**config.mk**
```make
export PLATFORM = sky130hd
export DESIGN_NAME = alu_ext_unit
export DESIGN_NICKNAME = d
export VERILOG_FILES = /design/src/pkg/alu_ext_pkg.sv /design/src/core/alu_ext_clip.sv /design/src/core/alu_ext_unit.sv
export VERILOG_INCLUDE_DIRS = /design/src /design/src/pkg
export SDC_FILE = /design/constraint.sdc
export NUM_CORES = 2
export LEC_CHECK = 0
export BUFFER_PORTS_ARGS = -buffer_cell sky130_fd_sc_hd__buf_2
export CORE_MARGIN = 3
export CORE_UTILIZATION = 30
export CTS_CLUSTER_DIAMETER = 40
export DETAILED_ROUTE_END_ITERATION = 7
export SLEW_MARGIN = 20
export SYNTH_ARGS = -nofsm -noshare
export SYNTH_HDL_FRONTEND = slang
export SYNTH_HIERARCHICAL = 1
export SYNTH_SLANG_ARGS = --single-unit
export TNS_END_PERCENT = 50
```
**constraint.sdc**
```tcl
create_clock -name ref_clk -period 4.7 [get_ports ref_clk]
set_input_delay 0.94 -clock ref_clk [delete_from_list [all_inputs] [get_ports ref_clk]]
set_output_delay 0.94 -clock ref_clk [all_outputs]
set_load 0.05 [all_outputs]
```
**src/pkg/alu_ext_regs.svh**
```systemverilog
/*
 * encodings and field positions of the custom integer extension unit.
 * assumes inclusion by bare name from the unit's design files.
 */
`ifndef ALU_EXT_REGS_SVH
`define ALU_EXT_REGS_SVH

// ****************************************************
// major opcodes
// ****************************************************
`define OPC_ALU 7'h2b
`define OPC_NORM 7'h5b
`define OPC_BRANCH 7'h0b

// ****************************************************
// minor opcodes
// ****************************************************
`define F3_ALU 3'h3
`define F3_ADDN 3'h2
`define F3_SUBN 3'h3
`define F3_MULS 3'h4
`define F3_MULU 3'h5
`define F3_MACS 3'h6
`define F3_MACU 3'h7
`define F3_BEQ 3'h6
`define F3_BNE 3'h7

// ****************************************************
// function codes under the alu major opcode
// ****************************************************
`define F7_ABS 7'h28
`define F7_SLET 7'h29
`define F7_SLETU 7'h2a
`define F7_MIN 7'h2b
`define F7_MINU 7'h2c
`define F7_MAX 7'h2d
`define F7_MAXU 7'h2e
`define F7_EXTHS 7'h2f
`define F7_EXTHZ 7'h30
`define F7_EXTBS 7'h31
`define F7_EXTBZ 7'h32
`define F7_CLIP 7'h38
`define F7_CLIPU 7'h39
`define F7_CLIPR 7'h3a
`define F7_CLIPUR 7'h3b
`define F7_NORMR_HI 4'h8 // funct7[6:3] of register-shift normalize
`define F7_MAC 7'h48
`define F7_MSU 7'h49

// ****************************************************
// reset values
// ****************************************************
`define RST_WORD 32'h0000_0000
`define RST_INDEX 5'h00

`endif

```
**src/pkg/alu_ext_pkg.sv**
```systemverilog
/*
 * types of the custom integer extension unit.
 * assumes nothing beyond a standard elaborator.
 */
package alu_ext_pkg;

	// ****************************************************
	// operation classes
	// ****************************************************
	typedef enum logic [4:0] {
		op_none = 5'h00,
		op_illegal = 5'h01,
		absolute_value_op = 5'h02,
		set_less_equal_signed_op = 5'h03,
		set_less_equal_unsigned_op = 5'h04,
		minimum_signed_op = 5'h05,
		minimum_unsigned_op = 5'h06,
		maximum_signed_op = 5'h07,
		maximum_unsigned_op = 5'h08,
		halfword_sign_extend_op = 5'h09,
		halfword_zero_extend_op = 5'h0a,
		byte_sign_extend_op = 5'h0b,
		byte_zero_extend_op = 5'h0c,
		clip_signed_imm_op = 5'h0d,
		clip_unsigned_imm_op = 5'h0e,
		clip_signed_reg_op = 5'h0f,
		clip_unsigned_reg_op = 5'h10,
		add_normalize_op = 5'h11,
		add_normalize_regshift_op = 5'h12,
		branch_equal_immediate_op = 5'h13,
		branch_not_equal_immediate_op = 5'h14,
		multiply_accumulate_word_op = 5'h15,
		multiply_subtract_word_op = 5'h16,
		halfword_mul_op = 5'h17,
		halfword_mac_op = 5'h18
	} op_t;

endpackage : alu_ext_pkg

```
**src/core/alu_ext_clip.sv**
```systemverilog
/*
 * bounded clipping of one signed word between a low and a high bound.
 * assumes bounds are given as signed words with low not above high.
 */
`timescale 1ns/100ps

module alu_ext_clip (
	// operand and bounds
	input wire logic [31:0] value,
	input wire logic [31:0] low_bound,
	input wire logic [31:0] high_bound,
	// clipped result
	output logic [31:0] clipped
);

	// ****************************************************
	// clip
	// ****************************************************
	// low bound checked first, as the operation orders it
	always_comb begin
		if ($signed(value) <= $signed(low_bound)) begin
			clipped = low_bound;
		end else if ($signed(value) >= $signed(high_bound)) begin
			clipped = high_bound;
		end else begin
			clipped = value;
		end
	end

endmodule : alu_ext_clip

```
**src/core/alu_ext_unit.sv**
```systemverilog
/*
 * decode and single-cycle execute of the custom integer extensions:
 * general alu, normalize add/sub, compare-immediate branches, multiply
 * and multiply-accumulate. assumes the core supplies operands read
 * from its register file in the issue cycle and writes back the result.
 */
`timescale 1ns/100ps
`include "alu_ext_regs.svh"

// Notes on behaviour
// - alu opcode, funct3 011, funct7 picks op; unary forms need rs2 zero
// - funct7 38/39 clip to immediate width from bits 24:20
// - funct7 3a/3b clip against bound in second source register
// - normalize opcode, funct3 010 add, 011 sub, bits 31:30 variant
// - funct7 40-43 add, 44-47 sub register-shift normalize variants
// - funct3 110 branches to pc plus offset times two when equal
// - funct3 111 branches when rs1 differs from compare immediate
// - multiply group exists only when enable parameter equals one
// - unsigned halfword multiply zero-extends then shifts logically
// - signed halfword multiply sign-extends then shifts arithmetically
// - rounding multiply adds two to shift minus one before shift
// - halfword mac adds destination to product then shifts
// - rounding halfword mac adds product, destination and round term
// - immediate normalize shifts sum or difference of both sources
// - register normalize combines destination with rs1, shift rs2[4:0]
// - unsigned register clip: zero, rs2 or rs1 unchanged
// - min and max pick smaller or larger, signed or unsigned
module alu_ext_unit
	import alu_ext_pkg::*;
#(
	parameter int custom_extension_enable_param = 1
) (
	// clock, reset and clock enable
	input wire logic ref_clk,
	input wire logic rst_n,
	input wire logic clk_en,
	// issue from the core
	input wire logic issue_valid,
	input wire logic [31:0] instr,
	input wire logic [31:0] pc,
	input wire logic [31:0] rs1_value,
	input wire logic [31:0] rs2_value,
	input wire logic [31:0] rd_value,
	// write-back to the register file
	output logic result_valid,
	output logic [4:0] result_index,
	output logic [31:0] result_value,
	output logic illegal_instr,
	// program counter redirect
	output logic branch_taken,
	output logic [31:0] branch_target
);

	// ****************************************************
	// elaboration check
	// ****************************************************
	if (!(custom_extension_enable_param inside {0, 1})) begin : g_bad_param
		$error("enable parameter must be 0 or 1");
	end

	// ****************************************************
	// functions
	// ****************************************************
	// optional round term, then arithmetic or logical right shift
	function automatic logic [31:0] normalize(input logic [31:0] val,
		input logic [4:0] sh, input logic logical, input logic round);
		logic [31:0] sum;
		sum = val;
		if (round && sh != 5'h00) begin
			sum = 32'(val + (32'h0000_0001 << (sh - 5'h01)));
		end
		if (logical) begin
			normalize = sum >> sh;
		end else begin
			normalize = 32'($signed(sum) >>> sh);
		end
	endfunction : normalize

	// map an instruction word to its operation class
	function automatic op_t decode(input logic [31:0] ins);
		logic [6:0] f7;
		logic [2:0] f3;
		logic unary_ok;
		f7 = ins[31:25];
		f3 = ins[14:12];
		unary_ok = (ins[24:20] == 5'h00);
		decode = op_none;
		if (ins[6:0] == `OPC_ALU) begin
			decode = op_illegal;
			if (f3 == `F3_ALU) begin
				case (f7)
					`F7_ABS: decode = unary_ok ? absolute_value_op : op_illegal;
					`F7_SLET: decode = set_less_equal_signed_op;
					`F7_SLETU: decode = set_less_equal_unsigned_op;
					`F7_MIN: decode = minimum_signed_op;
					`F7_MINU: decode = minimum_unsigned_op;
					`F7_MAX: decode = maximum_signed_op;
					`F7_MAXU: decode = maximum_unsigned_op;
					`F7_EXTHS: decode = unary_ok ? halfword_sign_extend_op :
						op_illegal;
					`F7_EXTHZ: decode = unary_ok ? halfword_zero_extend_op :
						op_illegal;
					`F7_EXTBS: decode = unary_ok ? byte_sign_extend_op :
						op_illegal;
					`F7_EXTBZ: decode = unary_ok ? byte_zero_extend_op :
						op_illegal;
					`F7_CLIP: decode = clip_signed_imm_op;
					`F7_CLIPU: decode = clip_unsigned_imm_op;
					`F7_CLIPR: decode = clip_signed_reg_op;
					`F7_CLIPUR: decode = clip_unsigned_reg_op;
					`F7_MAC: decode = multiply_accumulate_word_op;
					`F7_MSU: decode = multiply_subtract_word_op;
					default: if (f7[6:3] == `F7_NORMR_HI) begin
						decode = add_normalize_regshift_op;
					end
				endcase
			end
		end else if (ins[6:0] == `OPC_NORM) begin
			case (f3)
				`F3_ADDN, `F3_SUBN: decode = add_normalize_op;
				`F3_MULS, `F3_MULU: decode = halfword_mul_op;
				`F3_MACS, `F3_MACU: decode = halfword_mac_op;
				default: decode = op_illegal;
			endcase
		end else if (ins[6:0] == `OPC_BRANCH) begin
			case (f3)
				`F3_BEQ: decode = branch_equal_immediate_op;
				`F3_BNE: decode = branch_not_equal_immediate_op;
				default: decode = op_illegal;
			endcase
		end
		// multiply group dropped when the extension is disabled
		if (custom_extension_enable_param != 1 && decode inside
			{multiply_accumulate_word_op, multiply_subtract_word_op,
			halfword_mul_op, halfword_mac_op}) begin
			decode = op_illegal;
		end
	endfunction : decode

	// ****************************************************
	// decode and operand fields
	// ****************************************************
	op_t op;
	logic [4:0] imm_shift, clip_width_immediate, reg_shift;
	logic variant_logical, variant_round, is_sub, high_half, mul_unsigned;
	logic [31:0] compare_immediate, branch_offset, clip_low, clip_high;
	logic [31:0] clipped, half_product, word_product, next_result;

	// field extraction
	always_comb begin
		op = decode(instr);
		imm_shift = instr[29:25];
		clip_width_immediate = instr[24:20];
		reg_shift = rs2_value[4:0];
		high_half = instr[30];
		mul_unsigned = instr[12];
		// immediate form: bits 31:30; register form: funct7 low bits
		variant_logical = (instr[6:0] == `OPC_NORM) ? instr[30] : instr[25];
		variant_round = (instr[6:0] == `OPC_NORM) ? instr[31] : instr[26];
		is_sub = (instr[6:0] == `OPC_NORM) ? (instr[14:12] == `F3_SUBN) :
			instr[27];
		compare_immediate = {{27{instr[24]}}, instr[24:20]};
		branch_offset = {{19{instr[31]}}, instr[31], instr[7],
			instr[30:25], instr[11:8], 1'b0};
	end

	// ****************************************************
	// clip bounds
	// ****************************************************
	// width zero gives -1 and 0; unsigned forms floor at zero
	always_comb begin
		clip_high = `RST_WORD;
		if (clip_width_immediate != 5'h00) begin
			clip_high = (32'h0000_0001 <<
				(clip_width_immediate - 5'h01)) - 32'h0000_0001;
		end
		if (op == clip_signed_reg_op || op == clip_unsigned_reg_op) begin
			clip_high = rs2_value;
		end
		clip_low = `RST_WORD;
		if (op == clip_signed_imm_op || op == clip_signed_reg_op) begin
			clip_low = ~clip_high;
		end
	end

	alu_ext_clip u_clip (
		.value(rs1_value),
		.low_bound(clip_low),
		.high_bound(clip_high),
		.clipped(clipped)
	);

	// ****************************************************
	// multipliers
	// ****************************************************
	always_comb begin
		logic [15:0] a_half;
		logic [15:0] b_half;
		a_half = high_half ? rs1_value[31:16] : rs1_value[15:0];
		b_half = high_half ? rs2_value[31:16] : rs2_value[15:0];
		if (mul_unsigned) begin
			half_product = {16'h0000, a_half} * {16'h0000, b_half};
		end else begin
			half_product = 32'($signed({{16{a_half[15]}}, a_half}) *
				$signed({{16{b_half[15]}}, b_half}));
		end
		word_product = 32'(rs1_value * rs2_value);
	end

	// ****************************************************
	// result select
	// ****************************************************
	always_comb begin
		case (op)
			absolute_value_op: next_result = rs1_value[31] ?
				32'(-rs1_value) : rs1_value;
			set_less_equal_signed_op: next_result = {31'h0,
				$signed(rs1_value) <= $signed(rs2_value)};
			set_less_equal_unsigned_op: next_result = {31'h0,
				rs1_value <= rs2_value};
			minimum_signed_op: next_result = ($signed(rs1_value) <
				$signed(rs2_value)) ? rs1_value : rs2_value;
			minimum_unsigned_op: next_result = (rs1_value < rs2_value) ?
				rs1_value : rs2_value;
			maximum_signed_op: next_result = ($signed(rs1_value) <
				$signed(rs2_value)) ? rs2_value : rs1_value;
			maximum_unsigned_op: next_result = (rs1_value < rs2_value) ?
				rs2_value : rs1_value;
			halfword_sign_extend_op: next_result = {{16{rs1_value[15]}},
				rs1_value[15:0]};
			halfword_zero_extend_op: next_result = {16'h0000,
				rs1_value[15:0]};
			byte_sign_extend_op: next_result = {{24{rs1_value[7]}},
				rs1_value[7:0]};
			byte_zero_extend_op: next_result = {24'h000000, rs1_value[7:0]};
			clip_signed_imm_op, clip_unsigned_imm_op, clip_signed_reg_op,
			clip_unsigned_reg_op: next_result = clipped;
			add_normalize_op: next_result = normalize(is_sub ?
				32'(rs1_value - rs2_value) : 32'(rs1_value + rs2_value),
				imm_shift, variant_logical, variant_round);
			add_normalize_regshift_op: next_result = normalize(is_sub ?
				32'(rd_value - rs1_value) : 32'(rd_value + rs1_value),
				reg_shift, variant_logical, variant_round);
			multiply_accumulate_word_op: next_result =
				32'(rd_value + word_product);
			multiply_subtract_word_op: next_result =
				32'(rd_value - word_product);
			halfword_mul_op: next_result = normalize(half_product,
				imm_shift, mul_unsigned, instr[31]);
			halfword_mac_op: next_result = normalize(
				32'(half_product + rd_value), imm_shift, mul_unsigned,
				instr[31]);
			default: next_result = `RST_WORD;
		endcase
	end

	// ****************************************************
	// write-back registers
	// ****************************************************
	// branches and illegal encodings do not write the register file
	always_ff @(posedge ref_clk or negedge rst_n) begin
		if (!rst_n) begin
			result_valid <= 1'b0;
			result_index <= `RST_INDEX;
			result_value <= `RST_WORD;
			illegal_instr <= 1'b0;
		end else if (clk_en) begin
			result_valid <= issue_valid && !(op inside {op_none, op_illegal,
				branch_equal_immediate_op, branch_not_equal_immediate_op});
			result_index <= instr[11:7];
			result_value <= next_result;
			illegal_instr <= issue_valid && op == op_illegal;
		end
	end

	// ****************************************************
	// branch redirect registers
	// ****************************************************
	always_ff @(posedge ref_clk or negedge rst_n) begin
		if (!rst_n) begin
			branch_taken <= 1'b0;
			branch_target <= `RST_WORD;
		end else if (clk_en) begin
			branch_taken <= issue_valid &&
				((op == branch_equal_immediate_op &&
				rs1_value == compare_immediate) ||
				(op == branch_not_equal_immediate_op &&
				rs1_value != compare_immediate));
			branch_target <= 32'(pc + branch_offset);
		end
	end

endmodule : alu_ext_unit

```
# [Yosys cells after proc, flatten, opt, wreduce, memory -nomap -nowiden]
# Index checks and enable logic that the tools add are counted.
[word_totals] inputBits=164 ff_bits=72 romBits=0 memories=0 mem_bits_rw=0 latch_bits=0 out_inout_bits=72
[op_classes] n_addsub=17 multipliers=3 n_lt_le_gt_ge=6 eq_ne=53 n_mux=44 n_div=0 bitwise=1 n_shift=11 n_reduce_logical=22
[op_table] cell="32-bit 2-to-1 mux" count=25
[op_table] cell="32-bit case mux with 18 select lines" count=1
[op_table] cell="32-bit adder" count=9
[op_table] cell="32-bit by 5-bit right shift with 32-bit output" count=4
[op_table] cell="32-bit by 5-bit >>> shifter with 32-bit output" count=4
[op_table] cell="7-bit by 6-bit equality test with 1-bit output (second input constant)" count=16
[op_table] cell="32-bit <= comparator" count=3
[op_table] cell="1-bit by 5-bit left shift with 32-bit output (first input constant)" count=3
[op_table] cell="32-bit subtractor" count=3
[op_table] cell="5-bit case mux with 17 select lines" count=1
[op_table] cell="32-bit less-than comparator" count=2
[op_table] cell="16-bit by 16-bit multiplier with 32-bit output" count=2
[op_table] cell="5-bit equality test (second input constant)" count=9
[op_table] cell="5-bit by 4-bit equality test with 1-bit output (second input constant)" count=8
[op_table] cell="32-bit equality test" count=1
[op_table] cell="32-bit >= comparator" count=1
[op_table] cell="32-bit by 32-bit multiplier with 32-bit output" count=1
[op_table] cell="16-bit 2-to-1 mux" count=2
[op_table] cell="32-bit inequality test" count=1
[op_table] cell="32-bit negator" count=1
[op_table] cell="32-bit NOT" count=1
[op_table] cell="32-bit by 1-bit subtractor with 32-bit output (second input constant)" count=1
[op_table] cell="5-bit 2-to-1 mux" count=5
[op_table] cell="7-bit equality test (second input constant)" count=3
[op_table] cell="other kinds (21)" count=50

# [Depth between registers and ports, before layout]
[depth] depth_word=13 ltp_mapped=55

# [Cells and area by module]
# The synthesis kept the hierarchy.
[modules_own_cells] mod="alu_ext_unit" seq_area_each_um2=1801.7 cells_per_inst=9404 area_per_inst_um2=69331.5 instances=1
[modules_own_cells] mod="alu_ext_clip" seq_area_each_um2=0.0 cells_per_inst=304 area_per_inst_um2=2356.0 instances=1

# [Worst setup path before layout]
# OpenSTA, ideal clock, no wires.
[synth_path] kind="in2reg" from="input port instr[30]" to="register result_value[16]" t_required_ps=4573 cell_stages=48 path_slack_ps=-8159 t_arrival_ps=12733 path_buffers=6 setup_time_ps=127 cell_sequence="buf_2 buf_1 buf_1 clkbuf_1 nand2_1 o21ai_0 clkbuf_1 nand2_1 fa_1 fa_1 inv_1 fa_1 fa_1 inv_1 fa_1 fa_1 inv_1 ha_1 [... 12 more ...] inv_1 a21oi_1 nor2_1 ha_1 a21o_1 a21o_1 or3b_2 nor2_1 a311oi_1 o21ai_1 xor2_1 xnor2_1 a21o_1 mux4_2 mux2i_1 a21oi_1 a221oi_1 nand2b_1"
[synth_between] elab_chain_len=13
[synth_rtl] element="start, declared" line_no="alu_ext_unit.sv:39" rtl="input wire logic [31:0] instr,"
[synth_rtl] element="parallel branches: the longest is 12 deep, another holds 16-bit by 16-bit multiplier with 32-bit output"
[synth_rtl] element="32-bit case mux with 18 select lines (*)" line_no="alu_ext_unit.sv:214" rtl="case (op)"
[synth_rtl] element="end signal, assigned" line_no="alu_ext_unit.sv:265" rtl="result_value <= `RST_WORD;"
[synth_rtl] element="end signal, assigned" line_no="alu_ext_unit.sv:271" rtl="result_value <= next_result;"
[synth_rtl] element="end, declared" line_no="alu_ext_unit.sv:47" rtl="output logic [31:0] result_value,"
# Every way passes the cells marked *. The select of a mux whose other input is x is not followed.
# A chain may end at the register's enable or synchronous reset.

# [Worst setup path in the final report]
[layout_path] from="input port instr[30]" to="register result_value[5]"
# Same word-level chain as after synthesis.

==> flow_metrics.env <==
export IMPL_period_share_pct=239.7
export IMPL_crit_path_kind="primary input to flip-flop"
export IMPL_hp_class="flip-flop to flip-flop"
export IMPL_synth_seq_cells=72
export IMPL_clk_pin_slew_worst_paths_ps=90
export IMPL_post_route_min_period_ps=11260
export IMPL_syn_inst=9708
export IMPL_globalRouteTotalUtil_pct=33.06
export IMPL_yosys_most_used_dff="sky130_fd_sc_hd__dfrtp_1"
export IMPL_yosysWarnings=6
export IMPL_core_um2=236500
export IMPL_hpwl_after_detailed_placement_mm=353.7
export IMPL_die_h_um=494.8
export IMPL_synth_net_count=11312
export IMPL_edff_count_synth=0
export IMPL_tritoncts_num_sinks=72
export IMPL_port_buffers=230
export IMPL_grt_pass1_wl_mm=592.3
export IMPL_rows=178
export IMPL_max_slew_worst_pin_slew_ps=933.5
export IMPL_setup_violations_final=32
export IMPL_cts_made_buffers=9
export IMPL_timing_clock_skew_ps=0
export IMPL_run_status="complete, but fails checks"
export IMPL_cts_max_level=3
export IMPL_antenna_found_initial=35
export IMPL_cts_tree="done"
export IMPL_initial_core_util_pct=30.31
export IMPL_drtPass1Iterations=8
export IMPL_worst_ep_required_time_ps=5030
export IMPL_avgRoutedWirePerCell_um=26.73
export IMPL_die_x_um=494.8
export IMPL_drc=0
export IMPL_timing_critical_path_slowest_stage_cell="sky130_fd_sc_hd__fa_2"
export IMPL_synth_async_reset_ratio_pct=100.0
export IMPL_postLayoutCellArea_um2=102900
export IMPL_finalNetCount=14075
export IMPL_clock_tree_root_cell="sky130_fd_sc_hd__clkbuf_16"
export IMPL_number_of_global_route_vias_before_repair=84091
export IMPL_setup_worst_path_end_class="flip-flop"
export IMPL_grt_overflow_total=0
export IMPL_route_vias_total=87236
export IMPL_postSynthAreaPerCell_um2=7.384
export IMPL_clk_insertion_delay_late_ps=420
export IMPL_drv_slew=0
export IMPL_cp_top_family="adder cells"
export IMPL_crit_top_cell="sky130_fd_sc_hd__fa_1"
export IMPL_boundaryPins=236
export IMPL_placedInstanceArea_um2=98150
export IMPL_synth_seq_area_share_pct=2.513
export IMPL_crit_arrival_ps=11590
export IMPL_drive_gt1_share_pct=32.85
export IMPL_failed_checks="negative setup slack"
export IMPL_gpl_final_weighted_congestion=1.095
export IMPL_relSlewSlack_pct=37.77
export IMPL_dieArea_um2=244900
export IMPL_dr_first_iter_drc_count=9905
export IMPL_max_clock_path_buffers=2
export IMPL_syn_area_um2=71690
export IMPL_cpPeakStageDelay_ps=640
export IMPL_grt_setup_unrepaired="true"
export IMPL_cap_viol_max_count=0
export IMPL_detail_route_vias_per_cell=5.578
export IMPL_report_final_hold_viol_count=0
export IMPL_critical_path_n_buffers_inverters=11
export IMPL_maximum_number_of_pins_on_one_net_before_global_route_repair=63
export IMPL_final_critical_path_setup_slack_ps=-6564
export IMPL_detail_route_antenna_nets=0
export IMPL_fmax_ghz=0.08878
export IMPL_routed_wirelength_mm=418.1
export IMPL_critical_path_peak_fanout=7
export IMPL_start_kind="primary input"
export IMPL_area_growth_synth_to_finish_pct=43.53
export IMPL_post_synth_num_cell_types=113
-- sequential cells by signal (all words and copies together) (netlist names) --
register	cells
illegal_instr	1
branch_taken	1
result_valid	1
result_value	32
result_index	5
branch_target	32
-- cells in the final DEF, fill, tap and decap left out, drive strengths merged, types with 37 or more instances in the layout --
cell type	instances
buf	3296
inv	1234
nand2	1156
nor2	786
fa	780
ha	660
a21oi	568
o21ai	479
xnor2	269
mux2i	234
nor3	206
nand3	201
and2	168
a21o	164
xor2	148
a211oi	143
o21a	115
mux2	111
o211ai	106
nand4	97
a31oi	92
nand2b	89
or3	87
dfrtp	72
o31ai	68
nor2b	66
nor4	61
a211o	60
a221oi	56
and3	54
o22ai	48
or2	46
o21bai	42
o2111ai	38
o221ai	37
-- cells in the mapped netlist (60+ instances only) --
| library cell | n | share of area (%) |
|---|---|---|
| sky130_fd_sc_hd__nand2_1 | 1156 | 6.1 |
| sky130_fd_sc_hd__dfrtp_1 | 72 | 2.5 |
| sky130_fd_sc_hd__nand4_1 | 96 | 0.84 |
| sky130_fd_sc_hd__a21o_1 | 164 | 1.7 |
| sky130_fd_sc_hd__mux2_2 | 109 | 1.7 |
| sky130_fd_sc_hd__buf_1 | 87 | 0.46 |
| sky130_fd_sc_hd__o211ai_1 | 106 | 1.1 |
| sky130_fd_sc_hd__a211oi_1 | 141 | 1.5 |
| sky130_fd_sc_hd__mux2i_1 | 233 | 3.3 |
| sky130_fd_sc_hd__and2_1 | 166 | 1.4 |
| sky130_fd_sc_hd__o21a_1 | 115 | 1.2 |
| sky130_fd_sc_hd__a211o_1 | 60 | 0.73 |
| sky130_fd_sc_hd__a31oi_1 | 91 | 0.79 |
| sky130_fd_sc_hd__fa_1 | 780 | 22 |
| sky130_fd_sc_hd__nor3_1 | 205 | 1.4 |
| sky130_fd_sc_hd__o21ai_0 | 450 | 3.1 |
| sky130_fd_sc_hd__or3_1 | 87 | 0.76 |
| sky130_fd_sc_hd__nand3_1 | 201 | 1.4 |
| sky130_fd_sc_hd__nand2b_1 | 89 | 0.78 |
| sky130_fd_sc_hd__clkbuf_1 | 404 | 2.1 |
| sky130_fd_sc_hd__inv_1 | 1231 | 6.4 |
| sky130_fd_sc_hd__a21oi_1 | 567 | 4.0 |
| sky130_fd_sc_hd__ha_1 | 660 | 12 |
| sky130_fd_sc_hd__o31ai_1 | 67 | 0.70 |
| sky130_fd_sc_hd__xnor2_1 | 268 | 3.3 |
| sky130_fd_sc_hd__nor4_1 | 60 | 0.52 |
| sky130_fd_sc_hd__nor2_1 | 785 | 4.1 |
| sky130_fd_sc_hd__xor2_1 | 148 | 1.8 |
| sky130_fd_sc_hd__nor2b_1 | 66 | 0.58 |
-- cell families after synthesis --
group           synth area share [%]
mux                            5.686
compound gates                 23.20
buf+inv                        9.498
simple gates                   20.66
xor+xnor                       5.137
flops                          2.513
fa+ha+maj                      33.30
-- path summary, 6_finish.rpt --
check | startpoint | endpoint | slack [ps] | cells after the start
min in group asynchronous | rst_n | branch_target[24] | 630 | 1
setup / recovery | instr[30] | result_value[5] | -6560 | 48
hold / removal | branch_target[23] | branch_target[23] | 490 | 1
setup reg to reg | result_value[11] | result_value[11] | 1740 | 10
hold reg to reg | branch_target[23] | branch_target[23] | 490 | 1
max in group asynchronous | rst_n | result_value[3] | 3110 | 2
-- timing repair --
action / 4_1_cts / 5_1_grt
gates resized for setup: 440 / 338
pin swaps: 151 / 148
hold buffers: 0 / 0
buffers inserted: 73 / 60
cloned: 3 / 0
endpoints found under the setup margin: 35 / 34
-- per-layer routing --
| metal | part of all wire, % | vias to the layer above | global-route usage [%] |
|---|---|---|---|
| met5 | 0.033 | - | 0 |
| met4 | 9.8 | 18 | 25.66 |
| met3 | 9.7 | 1000 | 6.954 |
| met2 | 41 | 4647 | 48.44 |
| met1 | 39 | 42358 | 42.22 |
| li1 | - | 39213 | - |
-- final cells by class --
| type | count | area [um^2] |
|---|---|---|
| diodes | 15 | 37.54 |
| clock inverters | 6 | 46.29 |
| clock buffers | 9 | 225.2 |
| repair buffers | 3302 | 25570 |
| multi-input cells | 7848 | 66610 |
| flip-flops and latches | 72 | 1802 |
| inverters | 1238 | 4663 |
| fillers | 24151 | 133600 |
| well taps | 3150 | 3941 |
-- metrics by stage --
stage               hold WS [ps]  setup slack, ps  setup TNS, ps  util (%)  instances
CTS                        488.8            -6374        -200180     42.73      15570
detailed placement         472.0            -7658        -242730     41.50      15485
global placement           464.3            -7587        -240930     41.50      15485
floorplan                  644.4            -6473        -199890         -       9708
global route               503.6            -6851        -215530     43.49      15631
finish                     486.9            -6564        -205780     43.50      15640
Power is not shown: default switching activity piles up to over one toggle a cycle in this logic, so the estimate is an artifact.
